==> src/verilog/supply_cfg_pkg.sv <==
// constants and register layout of the supply protection configuration registers
// Operation
// - power-up loads registers from eeprom shadow
// - trim lock blocks all register writes, including config four itself
// - current-limit mask hides overcurrent, flag stays
// - config five bit 6: enable polarity
// - config five bit 5: breaker polarity
// - config five bit 2: short ride-through
// - config five bit 1: ground input masked
// - config five bit 0: breaker latch mode
// - restart bit: latch off or auto-restart
// - ride-through field selects period, four codes
package supply_cfg_pkg;
  // ==========================================================
  // register offsets and eeprom shadow addresses
  localparam logic [7:0]  OFS_CFG4    = 8'h10;
  localparam logic [7:0]  OFS_CFG5    = 8'h11;
  localparam logic [7:0]  OFS_CFG6    = 8'h12;
  localparam logic [15:0] EE_CFG4     = 16'h8110;
  localparam logic [15:0] EE_CFG5     = 16'h8111;
  localparam logic [15:0] EE_CFG6     = 16'h8112;
  // ==========================================================
  // field positions
  localparam int B_TRIM_LOCK  = 0;
  localparam int B_CL_MASK    = 7;
  localparam int B_PEN_POL    = 6;
  localparam int B_CB_POL     = 5;
  localparam int B_SHORT_RT   = 2;
  localparam int B_GND_DIS    = 1;
  localparam int B_CB_LATCH   = 0;
  localparam int B_RESTART    = 7;
  localparam int B_RT_HI      = 4;
  localparam int B_RT_LO      = 3;
  localparam int B_CLAMP_THR  = 0;
  // ==========================================================
  // timing, clock 125 mhz
  localparam int CLK_MHZ      = 125;
  localparam int RT_SHORT_US  = 128;
  localparam int RT_LONG_MS   = 1000;
  localparam int RESTART_MS   = 1000;
  localparam int RT_SHORT_CYC = RT_SHORT_US * CLK_MHZ;
  localparam int RT_LONG_CYC  = RT_LONG_MS * 1000 * CLK_MHZ;
  localparam int RESTART_CYC  = RESTART_MS * 1000 * CLK_MHZ;
  localparam int RESIDUAL_CYC = 2;
  localparam logic [6:0] CLAMP_75 = 7'h4b;
  localparam logic [6:0] CLAMP_88 = 7'h58;
  localparam int EE_STEPS     = 3;
  // ==========================================================
  // protection state
  typedef enum logic [1:0] {ST_LOAD, ST_RUN, ST_LATCHED, ST_WAIT} prot_state_t;
endpackage : supply_cfg_pkg

==> src/verilog/cfg_bus_if.sv <==
// interface carrying configuration fields to the fault logic
interface cfg_bus_if;
  logic       cl_mask;
  logic       short_rt;
  logic       restart;
  logic [1:0] rt_code;
  logic       cb_latch;
  logic       loaded;
  modport src (output cl_mask, output short_rt, output restart, output rt_code,
               output cb_latch, output loaded);
  modport dst (input cl_mask, input short_rt, input restart, input rt_code,
               input cb_latch, input loaded);
endinterface : cfg_bus_if

==> src/verilog/supply_fault_ctrl.sv <==
// fault sequencer: ride-through, latch-off and auto-restart
module supply_fault_ctrl #(
  parameter int RT_LONG_CYC = supply_cfg_pkg::RT_LONG_CYC,
  parameter int RESTART_CYC = supply_cfg_pkg::RESTART_CYC
) (
  input  wire logic i_clock,
  input  wire logic i_rst,
  cfg_bus_if.dst    cfg,
  input  wire logic i_oc,
  input  wire logic i_uv,
  input  wire logic i_ps_on,
  output logic      o_fault_off,
  output logic      o_oc_trip
);
  supply_cfg_pkg::prot_state_t st_q, st_d;
  logic [31:0] cnt_q, cnt_d;
  logic        ps_on_q, ps_on_d;
  logic [31:0] rt_lim;
  logic        oc_gen;

  always_comb
  begin
    oc_gen = i_oc & ~cfg.cl_mask;
    if (cfg.short_rt)
      rt_lim = 32'(supply_cfg_pkg::RT_SHORT_CYC) * 32'({30'h0, cfg.rt_code} + 32'h1)
               + 32'(supply_cfg_pkg::RESIDUAL_CYC);
    else
      rt_lim = 32'(RT_LONG_CYC) * 32'({30'h0, cfg.rt_code} + 32'h1);
  end

  always_comb
  begin
    st_d    = st_q;
    cnt_d   = cnt_q;
    ps_on_d = i_ps_on;
    case (st_q)
      supply_cfg_pkg::ST_LOAD:
        if (cfg.loaded)
          st_d = supply_cfg_pkg::ST_RUN;
      supply_cfg_pkg::ST_RUN:
      begin
        if (i_uv)
        begin
          st_d  = cfg.restart ? supply_cfg_pkg::ST_WAIT : supply_cfg_pkg::ST_LATCHED;
          cnt_d = 32'h0;
        end
        else if (oc_gen)
        begin
          cnt_d = cnt_q + 32'h1;
          if (cnt_q >= rt_lim)
          begin
            st_d  = cfg.restart ? supply_cfg_pkg::ST_WAIT : supply_cfg_pkg::ST_LATCHED;
            cnt_d = 32'h0;
          end
        end
        else
          cnt_d = 32'h0;
      end
      supply_cfg_pkg::ST_LATCHED:
        if (ps_on_q && !i_ps_on)
          st_d = supply_cfg_pkg::ST_RUN;
      supply_cfg_pkg::ST_WAIT:
      begin
        cnt_d = cnt_q + 32'h1;
        if (cnt_q >= 32'(RESTART_CYC - 1))
        begin
          st_d  = supply_cfg_pkg::ST_RUN;
          cnt_d = 32'h0;
        end
      end
      default:
        st_d = supply_cfg_pkg::ST_LOAD;
    endcase
  end

  always_ff @(posedge i_clock)
  begin
    if (i_rst)
    begin
      st_q    <= supply_cfg_pkg::ST_LOAD;
      cnt_q   <= 32'h0;
      ps_on_q <= 1'b0;
    end
    else
    begin
      st_q    <= st_d;
      cnt_q   <= cnt_d;
      ps_on_q <= ps_on_d;
    end
  end

  assign o_fault_off = (st_q != supply_cfg_pkg::ST_RUN);
  assign o_oc_trip   = oc_gen;
endmodule : supply_fault_ctrl

==> src/verilog/supply_protection_config_regs.sv <==
// register bank and output stage of the supply protection configuration
module supply_protection_config_regs #(
  parameter int RT_LONG_CYC = supply_cfg_pkg::RT_LONG_CYC,
  parameter int RESTART_CYC = supply_cfg_pkg::RESTART_CYC
) (
  input  wire logic        i_clock,
  input  wire logic        i_rst,
  input  wire logic        i_wr_en,
  input  wire logic [7:0]  i_wr_addr,
  input  wire logic [7:0]  i_wr_data,
  input  wire logic [7:0]  i_rd_addr,
  output logic      [7:0]  o_rd_data,
  output logic             o_ee_req,
  output logic      [15:0] o_ee_addr,
  input  wire logic [7:0]  i_ee_data,
  input  wire logic        i_ee_valid,
  input  wire logic        i_overcurrent_fault,
  input  wire logic        i_undervoltage_fault,
  input  wire logic        i_ps_on,
  input  wire logic        i_ground_ok,
  input  wire logic        i_breaker_fault,
  output logic             o_power_enable_output,
  output logic             o_breaker_output,
  output logic             o_overcurrent_flag,
  output logic             o_ground_ok_filtered,
  output logic      [6:0]  o_clamp_release_pct,
  output logic             o_write_rejected,
  output logic             o_loaded
);
  // ==========================================================
  // registers
  logic [7:0]  cfg4_q;
  logic [7:0]  cfg4_d;
  logic [7:0]  cfg5_q;
  logic [7:0]  cfg5_d;
  logic [7:0]  cfg6_q;
  logic [7:0]  cfg6_d;
  logic [1:0]  step_q;
  logic [1:0]  step_d;
  logic        load_q;
  logic        load_d;
  logic        cb_q;
  logic        cb_d;
  logic        ocf_q;
  logic        ocf_d;
  logic        pen_q;
  logic        pen_d;
  logic        cbo_q;
  logic        cbo_d;
  logic        gnd_q;
  logic        gnd_d;
  logic        rej_q;
  logic        rej_d;
  logic        req_q;
  logic        req_d;
  logic [15:0] eaddr_q;
  logic [15:0] eaddr_d;
  logic [6:0]  clamp_q;
  logic [6:0]  clamp_d;
  logic [7:0]  rd_q;
  logic [7:0]  rd_d;
  logic        fault_off;
  logic        oc_trip;

  // ==========================================================
  // configuration fields to the fault sequencer
  cfg_bus_if cfg ();
  assign cfg.cl_mask  = cfg5_q[supply_cfg_pkg::B_CL_MASK];
  assign cfg.short_rt = cfg5_q[supply_cfg_pkg::B_SHORT_RT];
  assign cfg.restart  = cfg6_q[supply_cfg_pkg::B_RESTART];
  assign cfg.rt_code  = cfg6_q[supply_cfg_pkg::B_RT_HI:supply_cfg_pkg::B_RT_LO];
  assign cfg.cb_latch = cfg5_q[supply_cfg_pkg::B_CB_LATCH];
  assign cfg.loaded   = load_q;

  // ==========================================================
  // fault sequencer
  supply_fault_ctrl #(
    .RT_LONG_CYC (RT_LONG_CYC),
    .RESTART_CYC (RESTART_CYC)
  ) u_fault (
    .i_clock     (i_clock),
    .i_rst       (i_rst),
    .cfg         (cfg.dst),
    .i_oc        (i_overcurrent_fault),
    .i_uv        (i_undervoltage_fault),
    .i_ps_on     (i_ps_on),
    .o_fault_off (fault_off),
    .o_oc_trip   (oc_trip)
  );

  // ==========================================================
  // eeprom shadow address per load step
  function automatic logic [15:0] ee_addr_of(input logic [1:0] s);
    case (s)
      2'h0:    ee_addr_of = supply_cfg_pkg::EE_CFG4;
      2'h1:    ee_addr_of = supply_cfg_pkg::EE_CFG5;
      default: ee_addr_of = supply_cfg_pkg::EE_CFG6;
    endcase
  endfunction : ee_addr_of

  // ==========================================================
  // eeprom load and register writes
  always_comb
  begin
    cfg4_d  = cfg4_q;
    cfg5_d  = cfg5_q;
    cfg6_d  = cfg6_q;
    step_d  = step_q;
    load_d  = load_q;
    req_d   = 1'b0;
    rej_d   = 1'b0;
    eaddr_d = ee_addr_of(step_q);
    if (!load_q)
    begin
      req_d = 1'b1;
      if (i_ee_valid)
      begin
        case (step_q)
          2'h0:    cfg4_d = i_ee_data;
          2'h1:    cfg5_d = i_ee_data;
          default: cfg6_d = i_ee_data;
        endcase
        req_d  = 1'b0;
        step_d = step_q + 2'h1;
        if (32'(step_q) == supply_cfg_pkg::EE_STEPS - 1)
          load_d = 1'b1;
      end
    end
    else if (i_wr_en)
    begin
      // lock refuses the whole bank
      if (cfg4_q[supply_cfg_pkg::B_TRIM_LOCK])
        rej_d = 1'b1;
      else
      begin
        case (i_wr_addr)
          supply_cfg_pkg::OFS_CFG4: cfg4_d = i_wr_data;
          supply_cfg_pkg::OFS_CFG5: cfg5_d = i_wr_data;
          supply_cfg_pkg::OFS_CFG6: cfg6_d = i_wr_data;
          default:                  rej_d  = 1'b1;
        endcase
      end
    end
  end

  // ==========================================================
  // outputs and status
  always_comb
  begin
    ocf_d = ocf_q | i_overcurrent_fault;
    if (!cfg.cb_latch)
      cb_d = i_breaker_fault | oc_trip;
    else
      cb_d = cb_q | i_breaker_fault | oc_trip;
    pen_d = ~fault_off ^ ~cfg5_q[supply_cfg_pkg::B_PEN_POL];
    cbo_d = cb_d ^ ~cfg5_q[supply_cfg_pkg::B_CB_POL];
    gnd_d = cfg5_q[supply_cfg_pkg::B_GND_DIS] ? 1'b1 : i_ground_ok;
    clamp_d = cfg6_q[supply_cfg_pkg::B_CLAMP_THR] ? supply_cfg_pkg::CLAMP_88
                                                  : supply_cfg_pkg::CLAMP_75;
    // read-back mux
    case (i_rd_addr)
      supply_cfg_pkg::OFS_CFG4: rd_d = cfg4_q;
      supply_cfg_pkg::OFS_CFG5: rd_d = cfg5_q;
      supply_cfg_pkg::OFS_CFG6: rd_d = cfg6_q;
      default:                  rd_d = 8'h00;
    endcase
  end

  // ==========================================================
  // state registers
  always_ff @(posedge i_clock)
  begin
    if (i_rst)
    begin
      cfg4_q  <= 8'h00;
      cfg5_q  <= 8'h00;
      cfg6_q  <= 8'h00;
      step_q  <= 2'h0;
      load_q  <= 1'b0;
      req_q   <= 1'b0;
      rej_q   <= 1'b0;
      eaddr_q <= 16'h0000;
      cb_q    <= 1'b0;
      ocf_q   <= 1'b0;
      pen_q   <= 1'b0;
      cbo_q   <= 1'b0;
      gnd_q   <= 1'b0;
      clamp_q <= 7'h00;
      rd_q    <= 8'h00;
    end
    else
    begin
      cfg4_q  <= cfg4_d;
      cfg5_q  <= cfg5_d;
      cfg6_q  <= cfg6_d;
      step_q  <= step_d;
      load_q  <= load_d;
      req_q   <= req_d;
      rej_q   <= rej_d;
      eaddr_q <= eaddr_d;
      cb_q    <= cb_d;
      ocf_q   <= ocf_d;
      pen_q   <= pen_d;
      cbo_q   <= cbo_d;
      gnd_q   <= gnd_d;
      clamp_q <= clamp_d;
      rd_q    <= rd_d;
    end
  end

  // ==========================================================
  // output ports
  assign o_rd_data             = rd_q;
  assign o_ee_req              = req_q;
  assign o_ee_addr             = eaddr_q;
  assign o_power_enable_output = pen_q;
  assign o_breaker_output      = cbo_q;
  assign o_overcurrent_flag    = ocf_q;
  assign o_ground_ok_filtered  = gnd_q;
  assign o_clamp_release_pct   = clamp_q;
  assign o_write_rejected      = rej_q;
  assign o_loaded              = load_q;
endmodule : supply_protection_config_regs

==> config.mk <==
export PLATFORM = sky130hd
export DESIGN_NAME = supply_protection_config_regs
export DESIGN_NICKNAME = d
export VERILOG_FILES = /design/src/verilog/supply_cfg_pkg.sv /design/src/verilog/cfg_bus_if.sv /design/src/verilog/supply_fault_ctrl.sv /design/src/verilog/supply_protection_config_regs.sv
export SDC_FILE = /design/constraint.sdc
export NUM_CORES = 1
export LEC_CHECK = 0
export BUFFER_PORTS_ARGS = -buffer_cell sky130_fd_sc_hd__buf_2
export CAP_MARGIN = 20
export CELL_PAD_IN_SITES_DETAIL_PLACEMENT = 1
export CELL_PAD_IN_SITES_GLOBAL_PLACEMENT = 2
export CORE_ASPECT_RATIO = 0.75
export CORE_MARGIN = 2
export CORE_UTILIZATION = 34
export DETAILED_ROUTE_END_ITERATION = 10
export PLACE_DENSITY_LB_ADDON = 0.1
export SETUP_SLACK_MARGIN = 0.05
export SYNTH_ARGS = -nofsm -noshare
export SYNTH_HDL_FRONTEND = slang
export SYNTH_SLANG_ARGS = --single-unit
export TNS_END_PERCENT = 1
==> constraint.sdc <==
create_clock -name i_clock -period 4.6 [get_ports i_clock]
set_input_delay 0.92 -clock i_clock [delete_from_list [all_inputs] [get_ports i_clock]]
set_output_delay 0.92 -clock i_clock [all_outputs]
set_load 0.01 [all_outputs]
# After elaboration in Yosys (flattened, before gate mapping)
# Cells that the tools add are included.
# op_classes
multipliers	2
eq_ne	23
n_bitwise	13
n_reduce_logical	18
order_cmp	2
div_mod_pow	0
muxes	43
add_sub_neg	4
n_shift	0
# op_table
cell	count
32-bit two-way mux	5
8-bit two-way mux	18
32-bit one-hot mux with 2 select lines	1
8-bit by 5-bit == test with 1-bit output, second input constant	6
32-bit by 1-bit adder with 32-bit output, second input constant	1
32-bit by 2-bit adder with 32-bit output, second input constant	1
32-bit by 27-bit greater-or-equal comparator with 1-bit output, second input constant	1
32-bit greater-or-equal comparator	1
21-bit by 32-bit multiplier with 26-bit output, first input constant	1
7-bit by 32-bit multiplier with 25-bit output, first input constant	1
8-bit one-hot mux with 3 select lines	1
5-bit AND reduction	4
2-bit by 1-bit != test with 1-bit output, second input constant	7
2-bit two-way mux	6
1-bit two-way mux	9
2-bit one-hot mux with 4 select lines	1
2-bit nonzero test	4
2-bit == test, second input constant	3
2-bit != test, second input constant	3
1-bit NOT	6
3-bit OR reduction	2
5-bit two-way mux	1
2-bit by 1-bit == test with 1-bit output, second input constant	2
2-bit zero test	2
13 further kinds	18
# totals
latch_bits	0
mem_bits_ro	0
memories	0
mem_bits_rw	0
input_bits	41
word_cells	124
out_inout_bits	38
reg_bits	100

# Logic depth before layout (Yosys ltp)
# Gate-level depths: netlist of the first run.
# logic_depth
ltp_word	9
depth_mapped	19

# By module
# A second synthesis of the first run with hierarchy kept.
# unflattened
hier_cells	573
area_unflattened_um2	5208.7
# by_module_without_submodules
mod	instances	area_per_inst_um2	cells_each
supply_fault_ctrl	1	2890.3	317
supply_protection_config_regs	1	2318.5	256

# Worst setup path after synthesis of the first run
# No wires, ideal clock.
# synth_timing
path_kind	reg2reg
from	reg cfg6_q[3]
to	reg u_fault.cnt_q[21]
t_required_ps	4468
setup_time_ps	132
stages_incl_launch_ff	20
synth_period_minus_slack_ps	4122
arrival_time_ps	3991
slack_ps	478
cell_sequence	dfxtp_1 inv_1 ha_1 buf_1 xnor2_1 ha_1 inv_1 fa_1 xnor2_1 xnor2_1 a21oi_1 ha_1 nand4_1 nor2_1 o2111ai_1 a21o_1 a311oi_2 buf_6 buf_6 nor3_1
# synth_via
elab_chain_len	9
elab_cells_between_ends	10
cone_classes	2 x add/sub; 2 x mul; 1 x order compare; 5 x mux
# synth_lines
item	line	text
from (decl)	supply_protection_config_regs.sv:36	logic [7:0] cfg6_q;
from (signal assigned)	supply_protection_config_regs.sv:195	cfg6_q <= cfg6_d;
2-bit by 1-bit adder with 3-bit output (*)	supply_fault_ctrl.sv:25, supply_fault_ctrl.sv:28	
7-bit by 32-bit multiplier with 25-bit output	supply_fault_ctrl.sv:25	rt_lim = 32'(supply_cfg_pkg::RT_SHORT_CYC) * 32'({30'h0, cfg.rt_code} + 32'h1)
32-bit by 2-bit adder with 32-bit output	supply_fault_ctrl.sv:26	+ 32'(supply_cfg_pkg::RESIDUAL_CYC);
32-bit two-way mux (*)	supply_fault_ctrl.sv:24	if (cfg.short_rt)
32-bit greater-or-equal comparator (*)	supply_fault_ctrl.sv:50	if (cnt_q >= rt_lim)
32-bit two-way mux (*)	supply_fault_ctrl.sv:50	
32-bit two-way mux (*)	supply_fault_ctrl.sv:47	else if (oc_gen)
32-bit two-way mux (*)	supply_fault_ctrl.sv:42	if (i_uv)
32-bit one-hot mux with 2 select lines (*)	supply_fault_ctrl.sv:36	case (st_q)
to (signal assigned)	supply_fault_ctrl.sv:87	cnt_q <= cnt_d;
to (decl)	supply_fault_ctrl.sv:16	logic [31:0] cnt_q, cnt_d;
# Every way passes the cells marked *; elsewhere a longest branch is shown, timed or not.
# A chain may end at the register's enable or synchronous reset.

# Worst setup path after layout of the first run
# layout_timing
from	reg cfg6_q[3]
to	reg u_fault.cnt_q[24]
# The elaborated chain is that of the path after synthesis.

==> results.sh, run 1 <==
export IMPL_yosys_warnings=0
export IMPL_rsz0062_at_grt="true"
export IMPL_synthXorXnorAreaFrac_pct=7.09
export IMPL_grt_first_pass_wirelength_mm=23.8
export IMPL_io_buffers=65
export IMPL_setup_violations=0
export IMPL_boundaryPins=79
export IMPL_routed_wl_mm=14.7
export IMPL_first_global_vias=4469
export IMPL_netlist_area_um2=4940
export IMPL_final_core_util_pct=39.4
export IMPL_yosysUniqueCellTypes=53
export IMPL_power_frac_comb_pct=23.3
export IMPL_final_min_clock_period_ns=4.21
export IMPL_status="finished, final reports clean"
export IMPL_slew_violations=0
export IMPL_cts_hold_buf=0
export IMPL_arrival_ns=4.42
export IMPL_drc_errors=0
export IMPL_cts_buffer_depth=2
export IMPL_ys_seq_area_share_pct=33.2
export IMPL_synth_enable_flop_cells=0
export IMPL_powerDensity_nw_per_um2=335
export IMPL_avgViaCountPerCell=5.17
export IMPL_coreArea_um2=14400
export IMPL_nNetsFinal=744
export IMPL_dieArea_um2=15500
export IMPL_drtIter0Drc=252
export IMPL_multiInputGateArea_um2=3020
export IMPL_syn_avg_cell_area_um2=8.12
export IMPL_htree_levels=3
export IMPL_antenna_found_initial=0
export IMPL_dr_pass1_iters=4
export IMPL_final_common_cell="dfxtp_1"
export IMPL_final_cell_mix="81 x dfxtp_1, 72 x nor2_1, 65 x buf_2"
export IMPL_ant_nets=0
export IMPL_dp_slack_ns=0.143
export IMPL_synth_fa_ha_area_share_pct=11.2
export IMPL_antennaDiodeCount=0
export IMPL_required_ns=4.80
export IMPL_switching_share_pct=32.2
export IMPL_instances_no_fill=864
export IMPL_reg2reg_slack_ns=0.39
export IMPL_cts_tree="done"
export IMPL_clk_latency_ns=0.35
export IMPL_dr_total_vias=4467
export IMPL_synth_mux_area_share_pct=2.02
export IMPL_finalHoldWorstSlack_ns=0.457
export IMPL_die_h_um=108
export IMPL_grt_overflow_total=0
export IMPL_design_area_um2=5660
export IMPL_path_class="register to register"
export IMPL_cts_buffers=9
export IMPL_ir_drop_mv=0.184
export IMPL_ys_flop_type="dfxtp_1"
export IMPL_synth_top_family_by_area="simple AND/OR/NAND/NOR gates"
export IMPL_cts_root_buf="clkbuf_16"
export IMPL_place_area_um2=5370
export IMPL_hpwl_mm=11.0
export IMPL_placedCellCount=847
export IMPL_setup_ws_ns=0.386
export IMPL_synth_cells=609
export IMPL_synth_compound_area_share_pct=15.9
export IMPL_grt_use_total_pct=19.7
export IMPL_worst_pin_slew_ns=0.771
export IMPL_cts_num_sinks=82
export IMPL_power_frac_clock_pct=34.5
export IMPL_start_util_pct=34.4
export IMPL_grt_max_degree=39
export IMPL_internal_power_mw=1.29
export IMPL_drive_above_1_share_pct=14.5
export IMPL_clkTransAtPathRegs_ns=0.06
export IMPL_cp_end_kind="register"
export IMPL_hold_viol=0
export IMPL_post_drt_wl_per_cell_um=17.0
export IMPL_fin_worst_skew_ns=0.00815
export IMPL_synthArstFlopShare_pct=0
export IMPL_switching_power_uw=609
export IMPL_area_growth_pct=14.4
export IMPL_chipWidth_um=143
export IMPL_leakage_nw=2.28
export IMPL_critPathLaunchType="register"
export IMPL_fmax_ghz=0.237
export IMPL_regArea_um2=1640
export IMPL_synthSimpleGateAreaFrac_pct=23.5
export IMPL_rows=38
export IMPL_gp_congestion=0.844
export IMPL_synth_seq_cells=82
export IMPL_total_power_mw=1.90
export IMPL_finalCritPeriodShare_pct=91.6
export IMPL_worstHoldPathType="register to register"
export IMPL_relSlewSlack_pct=48.5
export IMPL_maxCapViolations=0
export IMPL_num_fill_cells=1769
export IMPL_tns_ns=0
export IMPL_seq_power_share_pct=42.3
export IMPL_path_max_fanout=14
-- timing repair --
item | 4_1_cts | 5_1_grt
setup buffers | 0 | 0
setup endpoints to repair | 0 | 34
gates resized for setup | 0 | 7
-- final timing paths --
path | cells past startpoint | from | endpoint
setup / recovery | 17 | cfg6_q[3]$_SDFFE_PP0P_ | u_fault.cnt_q[24]$_SDFFE_PP0P_
hold / removal | 1 | cfg6_q[0]$_SDFFE_PP0P_ | o_clamp_release_pct[1]$_SDFF_PP0_
setup reg to reg | 17 | cfg6_q[3]$_SDFFE_PP0P_ | u_fault.cnt_q[24]$_SDFFE_PP0P_
hold reg to reg | 1 | cfg6_q[0]$_SDFFE_PP0P_ | o_clamp_release_pct[1]$_SDFF_PP0_
-- layer usage --
layer	wire length [µm]	track usage [%]	up-vias
met5	0	0	-
met4	170	4.55	0
met3	524	4.25	12
met2	5930	27.9	83
met1	8030	30.0	2157
li1	-	-	2215
-- critical path, stage by stage (launching register included) --
cell	delay, ns
dfxtp_2	0.43
inv_1	0.18
ha_1	0.36
xnor2_1	0.16
ha_2	0.24
inv_1	0.13
nand2_1	0.09
a31oi_1	0.23
o21bai_1	0.09
a21o_1	0.23
ha_1	0.30
nand4_1	0.12
nor4_1	0.36
a211oi_1	0.14
a21boi_1	0.22
a311oi_4	0.40
buf_4	0.30
nor3_1	0.07
-- cell type report --
type	count	share of cell area, %
Multi-Input combinational cell	469	53.3
Sequential cell	82	29.0
Inverter	23	1.53
Clock buffer	12	4.18
Clock inverter	3	0.310
Timing Repair Buffer	75	7.19
Tap cell	200	4.42
-- cell families (layout without fill, tap and decap cells) --
| kind of cell | after synthesis | in the layout |
|---|---|---|
| AOI/OAI and AO/OA | 126 | 126 |
| xor gates and xnor gates | 40 | 40 |
| adders and majority gates | 43 | 43 |
| buffers and inverters | 70 | 113 |
| DFF | 82 | 82 |
| muxes | 10 | 10 |
| other | 1 | 13 |
| and+or+nand+nor | 237 | 237 |
-- registers in the layout, summed over array words and instances (netlist names), 3 cells and up --
| name | count |
|---|---|
| o_rd_data | 8 |
| o_ee_addr | 3 |
| u_fault.cnt_q | 32 |
| cfg4_q | 8 |
| cfg5_q | 8 |
| cfg6_q | 8 |
-- synth_stat cells (all sizes together), types with 3 or more instances --
library cell   n  area, µm²
nand3         17       85.1
clkbuf        21       78.8
a21o           8       60.1
nand2         36        135
a21oi         57        285
a211oi        19        148
a31oi          4       25.0
nor2b         15       93.8
dfxtp         82       1640
buf           26        183
nor4           3       18.8
nor3          45        225
nand2b        10       62.6
ha            41        513
o21ai         17       85.1
o31ai          3       22.5
or4            5       41.3
nor2          73        277
or3            8       50.1
mux2i         10        100
and4           3       26.3
o32ai          3       26.3
inv           23       86.3
and3           3       18.8
xnor2         29        254
xor2          11       96.3
nand4         11       68.8
-- power by group through the flow --
stage / clock network [mW] / logic [mW] / registers, mW
2_1_floorplan: 0 / 0.319 / 0.799
3_3_place_gp: 0 / 0.412 / 0.814
3_5_place_dp: 0 / 0.421 / 0.816
4_1_cts: 0.676 / 0.425 / 0.800
5_1_grt: 0.703 / 0.498 / 0.808
6_report: 0.653 / 0.441 / 0.801
Power figures use the tool's default switching activity.
==> inputs of run 2 (changes only) <==
--- a/config.mk
+++ b/config.mk
@@ -13,6 +13,7 @@
 export CORE_MARGIN = 2
 export CORE_UTILIZATION = 34
 export DETAILED_ROUTE_END_ITERATION = 10
+export GPL_TIMING_DRIVEN = 0
 export PLACE_DENSITY_LB_ADDON = 0.1
 export SETUP_SLACK_MARGIN = 0.05
 export SYNTH_ARGS = -nofsm -noshare
==> run 2 against run 1 <==
Hold slack improved by 0.0033 ns. Die area unchanged. Flip-flop and latch count unchanged. Utilization increased by 2.5 points. Global-route usage increased by 0.87 points. Register-to-register slack about the same. Non-clock buffer count increased by 41. Clock-buffer cell count decreased by 3. First-iteration DRC count increased by 4.8%. Setup slack got worse by 0.011 ns. Routed wire length increased by 4.9%. Maximum frequency decreased by 0.27%. Largest power group is now clock.
==> results.sh, run 2 (synthesis results as in run 1) <==
export IMPL_status="finished, final reports clean"
export IMPL_cts_tree="done"
export IMPL_start_util_pct=34.4
export IMPL_drive_above_1_share_pct=17.6
export IMPL_relSlewSlack_pct=46.2
export IMPL_wl_met1_mm=8.12
export IMPL_slew_violations=0
export IMPL_crit_slowest_cell="dfxtp_4"
export IMPL_worst_pin_slew_ns=0.807
export IMPL_setup_violations=0
export IMPL_grt_use_total_pct=20.5
export IMPL_drtIter0Drc=264
export IMPL_hold_viol=0
export IMPL_cp_end_kind="register"
export IMPL_clkTransAtPathRegs_ns=0.07
export IMPL_cts_hold_buf=0
export IMPL_area_growth_pct=21.7
export IMPL_cp_depth=19
export IMPL_htree_levels=3
export IMPL_first_global_vias=4542
export IMPL_maxCapViolations=0
export IMPL_r2r_end="u_fault.cnt_q[30]$_SDFFE_PP0P_"
export IMPL_regArea_um2=1650
export IMPL_ant_nets=0
export IMPL_io_buffers=63
export IMPL_cts_num_sinks=82
export IMPL_cts_buffer_depth=2
export IMPL_rr_worst_depth=19
export IMPL_crit_path_start="cfg6_q[4]$_SDFFE_PP0P_"
export IMPL_grt_max_degree=15
export IMPL_gp_congestion=0.829
export IMPL_fmax_ghz=0.237
export IMPL_cts_root_buf="clkbuf_16"
export IMPL_path_class="register to register"
export IMPL_wl_met2_mm=6.50
export IMPL_endpoint="u_fault.cnt_q[30]$_SDFFE_PP0P_"
export IMPL_grt_overflow_total=0
export IMPL_clk_latency_ns=0.35
export IMPL_top_register="u_fault.cnt_q"
export IMPL_crit_family="adder cells"
export IMPL_post_drt_wl_per_cell_um=17.0
export IMPL_required_ns=4.81
export IMPL_path_buf_inv=5
export IMPL_crit_path_frequent_cell="buf_6"
export IMPL_drc_errors=0
export IMPL_antennaDiodeCount=0
export IMPL_finalCritPeriodShare_pct=91.9
export IMPL_design_area_um2=6020
export IMPL_dr_total_vias=4694
export IMPL_hpwl_mm=11.9
export IMPL_arrival_ns=4.43
export IMPL_num_fill_cells=1791
export IMPL_worstHoldPathType="register to register"
export IMPL_critPathLaunchType="register"
export IMPL_ir_drop_mv=0.194
export IMPL_avgViaCountPerCell=5.18
export IMPL_nNetsFinal=785
export IMPL_met3_length_um=629
export IMPL_leakage_nw=2.45
export IMPL_cpPeakStageDelay_ns=0.40
export IMPL_final_cell_mix="80 x dfxtp_1, 71 x nor2_1, 67 x buf_2"
export IMPL_multiInputGateArea_um2=3060
export IMPL_tns_ns=0
export IMPL_antenna_found_initial=0
export IMPL_dieArea_um2=15500
export IMPL_cts_buffers=9
export IMPL_fin_worst_skew_ns=0.00667
export IMPL_die_h_um=108
export IMPL_coreArea_um2=14400
export IMPL_grt_first_pass_wirelength_mm=24.4
export IMPL_final_core_util_pct=41.9
export IMPL_final_common_cell="dfxtp_1"
export IMPL_r2r_start="cfg6_q[4]$_SDFFE_PP0P_"
export IMPL_largest_reg_flops=32
export IMPL_place_area_um2=5560
export IMPL_boundaryPins=79
export IMPL_chipWidth_um=143
export IMPL_path_max_fanout=10
export IMPL_rows=38
export IMPL_routed_wl_mm=15.4
export IMPL_powerDensity_nw_per_um2=352
export IMPL_crit_chain="inv_1 -> ha_1 -> buf_6 -> xnor2_4 -> ha_4 -> inv_1 -> fa_1 -> xnor2_1 -> xnor2_1 -> a21oi_1 -> ha_1 -> nand4_1 -> nor2_2 -> o2111ai_1 -> a21o_1 -> a311oi_2 -> buf_6 -> buf_6 -> nor3_1"
export IMPL_rsz0062_at_grt="false"
export IMPL_reg2reg_slack_ns=0.37
export IMPL_final_min_clock_period_ns=4.23
export IMPL_dr_max_layer_used="met4"
export IMPL_total_power_mw=2.12
export IMPL_dr_pass1_iters=5
run 2: cell types whose count changed in the layout (fill, tap and decap cells not counted), moves of 2 or more:
cell	previous run	this run
dfxtp_4	0	2
buf_1	0	3
clkbuf_1	3	21
buf_2	65	67
bufinv_16	0	3
buf_6	0	3
buf_4	9	22
run 2: final cells by class:
type / count / area share (%)
flip-flops and latches: 82 / 27.4
repair buffers: 69 / 5.91
multi-input cells: 469 / 50.9
plain buffers: 47 / 4.47
clock buffers: 9 / 3.74
well taps: 200 / 4.16
inverters: 23 / 1.50
clock inverters: 7 / 1.93
run 2: worst min path at each step:
stage                     depth (start not counted)                     startpoint                                 to
after CTS                                         1         cfg6_q[0]$_SDFFE_PP0P_  o_clamp_release_pct[1]$_SDFF_PP0_
final                                             1         cfg6_q[0]$_SDFFE_PP0P_  o_clamp_release_pct[1]$_SDFF_PP0_
after global placement                            2  o_overcurrent_flag$_SDFF_PP0_      o_overcurrent_flag$_SDFF_PP0_
after floorplan                                   1         cfg6_q[0]$_SDFFE_PP0P_  o_clamp_release_pct[1]$_SDFF_PP0_
after global routing                              1         cfg6_q[0]$_SDFFE_PP0P_  o_clamp_release_pct[1]$_SDFF_PP0_
after detailed placement                          1         cfg6_q[0]$_SDFFE_PP0P_  o_clamp_release_pct[1]$_SDFF_PP0_
run 2: metal layers:
metal / vias to the layer above / track usage, %
li1: 2303 / -
met2: 102 / 29.4
met5: - / 0
met4: 0 / 5.11
met1: 2280 / 31.8
met3: 9 / 3.23
run 2: through the flow:
step / setup slack, ns / cells / hold slack, ns
5_1_grt: 0.0652 / 906 / 0.482
2_1_floorplan: 0.478 / 621 / 0.421
3_3_place_gp: -0.466 / 884 / 0.442
3_5_place_dp: -0.621 / 885 / 0.450
4_1_cts: 0.113 / 902 / 0.465
6_report: 0.375 / 906 / 0.461
run 2: repair_timing:
item,CTS,global route
endpoints found under the setup margin,34,31
pin swaps,0,2
resized for setup,8,12
buffers inserted,1,3
run 2: where the power goes:
part | internal [mW] | switching (mW) | total, mW | leakage (nW)
Clock | 0.531 | 0.314 | 0.845 | 0.166
Combinational | 0.192 | 0.290 | 0.482 | 1.61
Sequential | 0.755 | 0.0358 | 0.790 | 0.669
Total | 1.48 | 0.640 | 2.12 | 2.45
==> inputs of run 3 (changes only) <==
--- a/config.mk
+++ b/config.mk
@@ -14,7 +14,7 @@
 export CORE_UTILIZATION = 34
 export DETAILED_ROUTE_END_ITERATION = 10
 export GPL_TIMING_DRIVEN = 0
-export PLACE_DENSITY_LB_ADDON = 0.1
+export PLACE_DENSITY_LB_ADDON = 0.12
 export SETUP_SLACK_MARGIN = 0.05
 export SYNTH_ARGS = -nofsm -noshare
 export SYNTH_HDL_FRONTEND = slang
==> run 3 against run 2 <==
Via count fell by 1.9%. Global-route usage barely moved. Maximum frequency fell by 1.9%. Critical path depth did not move. Critical endpoint unchanged. Non-clock buffer count fell by 2. Cell count fell by 0.22%. Clock skew rose by 0.0031 ns. Cell area fell by 0.85%. Setup slack got worse by 0.080 ns. Largest cell class unchanged. Flip-flop and latch count did not move. Sequential power barely moved. Sequential share of layout area rose by 0.19 points.
==> results.sh, run 3 (synthesis results as in run 1) <==
export IMPL_antennaDiodeCount=0
export IMPL_post_drt_wl_per_cell_um=17.0
export IMPL_setup_ws_ns=0.295
export IMPL_routed_wl_mm=15.3
export IMPL_final_min_clock_period_ns=4.31
export IMPL_setup_violations=0
export IMPL_area_growth_pct=20.6
export IMPL_clkTransAtPathRegs_ns=0.07
export IMPL_io_buffers=63
export IMPL_arrival_ns=4.51
export IMPL_grt_overflow_total=0
export IMPL_grt_max_degree=14
export IMPL_final_common_cell="dfxtp_1"
export IMPL_critPathLaunchType="register"
export IMPL_hold_viol=0
export IMPL_required_ns=4.80
export IMPL_final_cell_mix="80 x dfxtp_1, 72 x nor2_1, 67 x buf_2"
export IMPL_multiInputGateArea_um2=3040
export IMPL_hpwl_mm=11.9
export IMPL_leakage_nw=2.43
export IMPL_worst_pin_slew_ns=0.827
export IMPL_grt_use_total_pct=20.6
export IMPL_drtIter0Drc=188
export IMPL_finalHoldWorstSlack_ns=0.466
export IMPL_cts_num_sinks=82
export IMPL_regArea_um2=1650
export IMPL_crit_slowest_cell="dfxtp_2"
export IMPL_crit_family="adder cells"
export IMPL_rsz0062_at_grt="false"
export IMPL_antenna_found_initial=0
export IMPL_top_register="u_fault.cnt_q"
export IMPL_grt_first_pass_wirelength_mm=24.7
export IMPL_powerDensity_nw_per_um2=351
export IMPL_htree_levels=3
export IMPL_dr_total_vias=4603
export IMPL_fmax_ghz=0.232
export IMPL_placedCellCount=884
export IMPL_final_core_util_pct=41.5
export IMPL_die_h_um=108
export IMPL_cp_end_kind="register"
export IMPL_ir_drop_mv=0.169
export IMPL_cts_buffers=9
export IMPL_path_buf_inv=5
export IMPL_status="finished, final reports clean"
export IMPL_path_class="register to register"
export IMPL_cts_hold_buf=0
export IMPL_ant_nets=0
export IMPL_chipWidth_um=143
export IMPL_relSlewSlack_pct=44.5
export IMPL_instances_no_fill=904
export IMPL_cts_buffer_depth=2
export IMPL_cts_root_buf="clkbuf_16"
export IMPL_dp_slack_ns=-0.486
export IMPL_avgViaCountPerCell=5.09
export IMPL_crit_chain="inv_1 -> ha_1 -> clkbuf_4 -> xnor2_4 -> ha_4 -> inv_1 -> fa_1 -> xnor2_1 -> xnor2_1 -> a21oi_1 -> ha_1 -> nand4_1 -> nor2_1 -> o2111ai_1 -> a21o_1 -> a311oi_2 -> buf_6 -> buf_6 -> nor3_1"
export IMPL_drc_errors=0
export IMPL_clk_latency_ns=0.35
export IMPL_gp_congestion=0.843
export IMPL_cts_tree="done"
export IMPL_path_max_fanout=10
export IMPL_cpPeakStageDelay_ns=0.41
export IMPL_coreArea_um2=14400
export IMPL_worstHoldPathType="register to register"
export IMPL_num_fill_cells=1787
export IMPL_drive_above_1_share_pct=16.8
export IMPL_finalCritPeriodShare_pct=93.6
export IMPL_largest_reg_flops=32
export IMPL_first_global_vias=4572
export IMPL_dr_pass1_iters=4
export IMPL_start_util_pct=34.4
export IMPL_nNetsFinal=783
export IMPL_fin_worst_skew_ns=0.00975
export IMPL_slew_violations=0
export IMPL_boundaryPins=79
export IMPL_maxCapViolations=0
export IMPL_rows=38
export IMPL_dieArea_um2=15500
==> run 3: path summary, 6_finish.rpt <==
path / from / endpoint / slack [ns] / depth (start not counted)
max: cfg6_q[4]$_SDFFE_PP0P_ / u_fault.cnt_q[30]$_SDFFE_PP0P_ / 0.29 / 19
min: cfg6_q[0]$_SDFFE_PP0P_ / o_clamp_release_pct[1]$_SDFF_PP0_ / 0.47 / 1
max reg2reg: cfg6_q[4]$_SDFFE_PP0P_ / u_fault.cnt_q[30]$_SDFFE_PP0P_ / 0.29 / 19
min reg2reg: cfg6_q[0]$_SDFFE_PP0P_ / o_clamp_release_pct[1]$_SDFF_PP0_ / 0.47 / 1
==> run 3: power by group <==
group	internal, mW	switching [mW]	leakage [nW]
combinational	0.190	0.293	1.60
sequential	0.755	0.0348	0.669
clock	0.506	0.313	0.163
==> run 3: timing repair <==
action,4_1_cts,5_1_grt
setup buffers,1,1
setup endpoints to repair,34,33
resized for setup,6,8
hold endpoints to repair,0,0
pin swaps,0,3
==> run 3: metal layers <==
metal  vias up  wire length (µm)  GRT usage [%]
li1       2294                 -              -
met1      2239              8320           31.5
met2        60              6400           29.7
met3        10               483           3.72
met4         0               128           4.62
met5         -                 0              0
==> run 3: through the flow <==
| stage | power [mW] | cell area [µm²] | TNS (ns) |
|---|---|---|---|
| 6_report | 2.09 | 5970 | 0 |
| 5_1_grt | 2.20 | 5970 | 0 |
| 3_5_place_dp | 1.27 | 5560 | -12.65 |
| 3_3_place_gp | 1.25 | 5560 | -10.44 |
| 4_1_cts | 2.09 | 5910 | 0 |
| 2_1_floorplan | 1.12 | 4990 | 0 |
==> run 3: layout make-up <==
| class | count | share of cell area (%) |
|---|---|---|
| plain buffers | 47 | 4.45 |
| clock buffers | 12 | 4.30 |
| clock inverters | 4 | 1.24 |
| inverters | 23 | 1.51 |
| multi-input cells | 469 | 51.0 |
| flip-flops and latches | 82 | 27.6 |
| well taps | 200 | 4.19 |
| repair buffers | 67 | 5.70 |
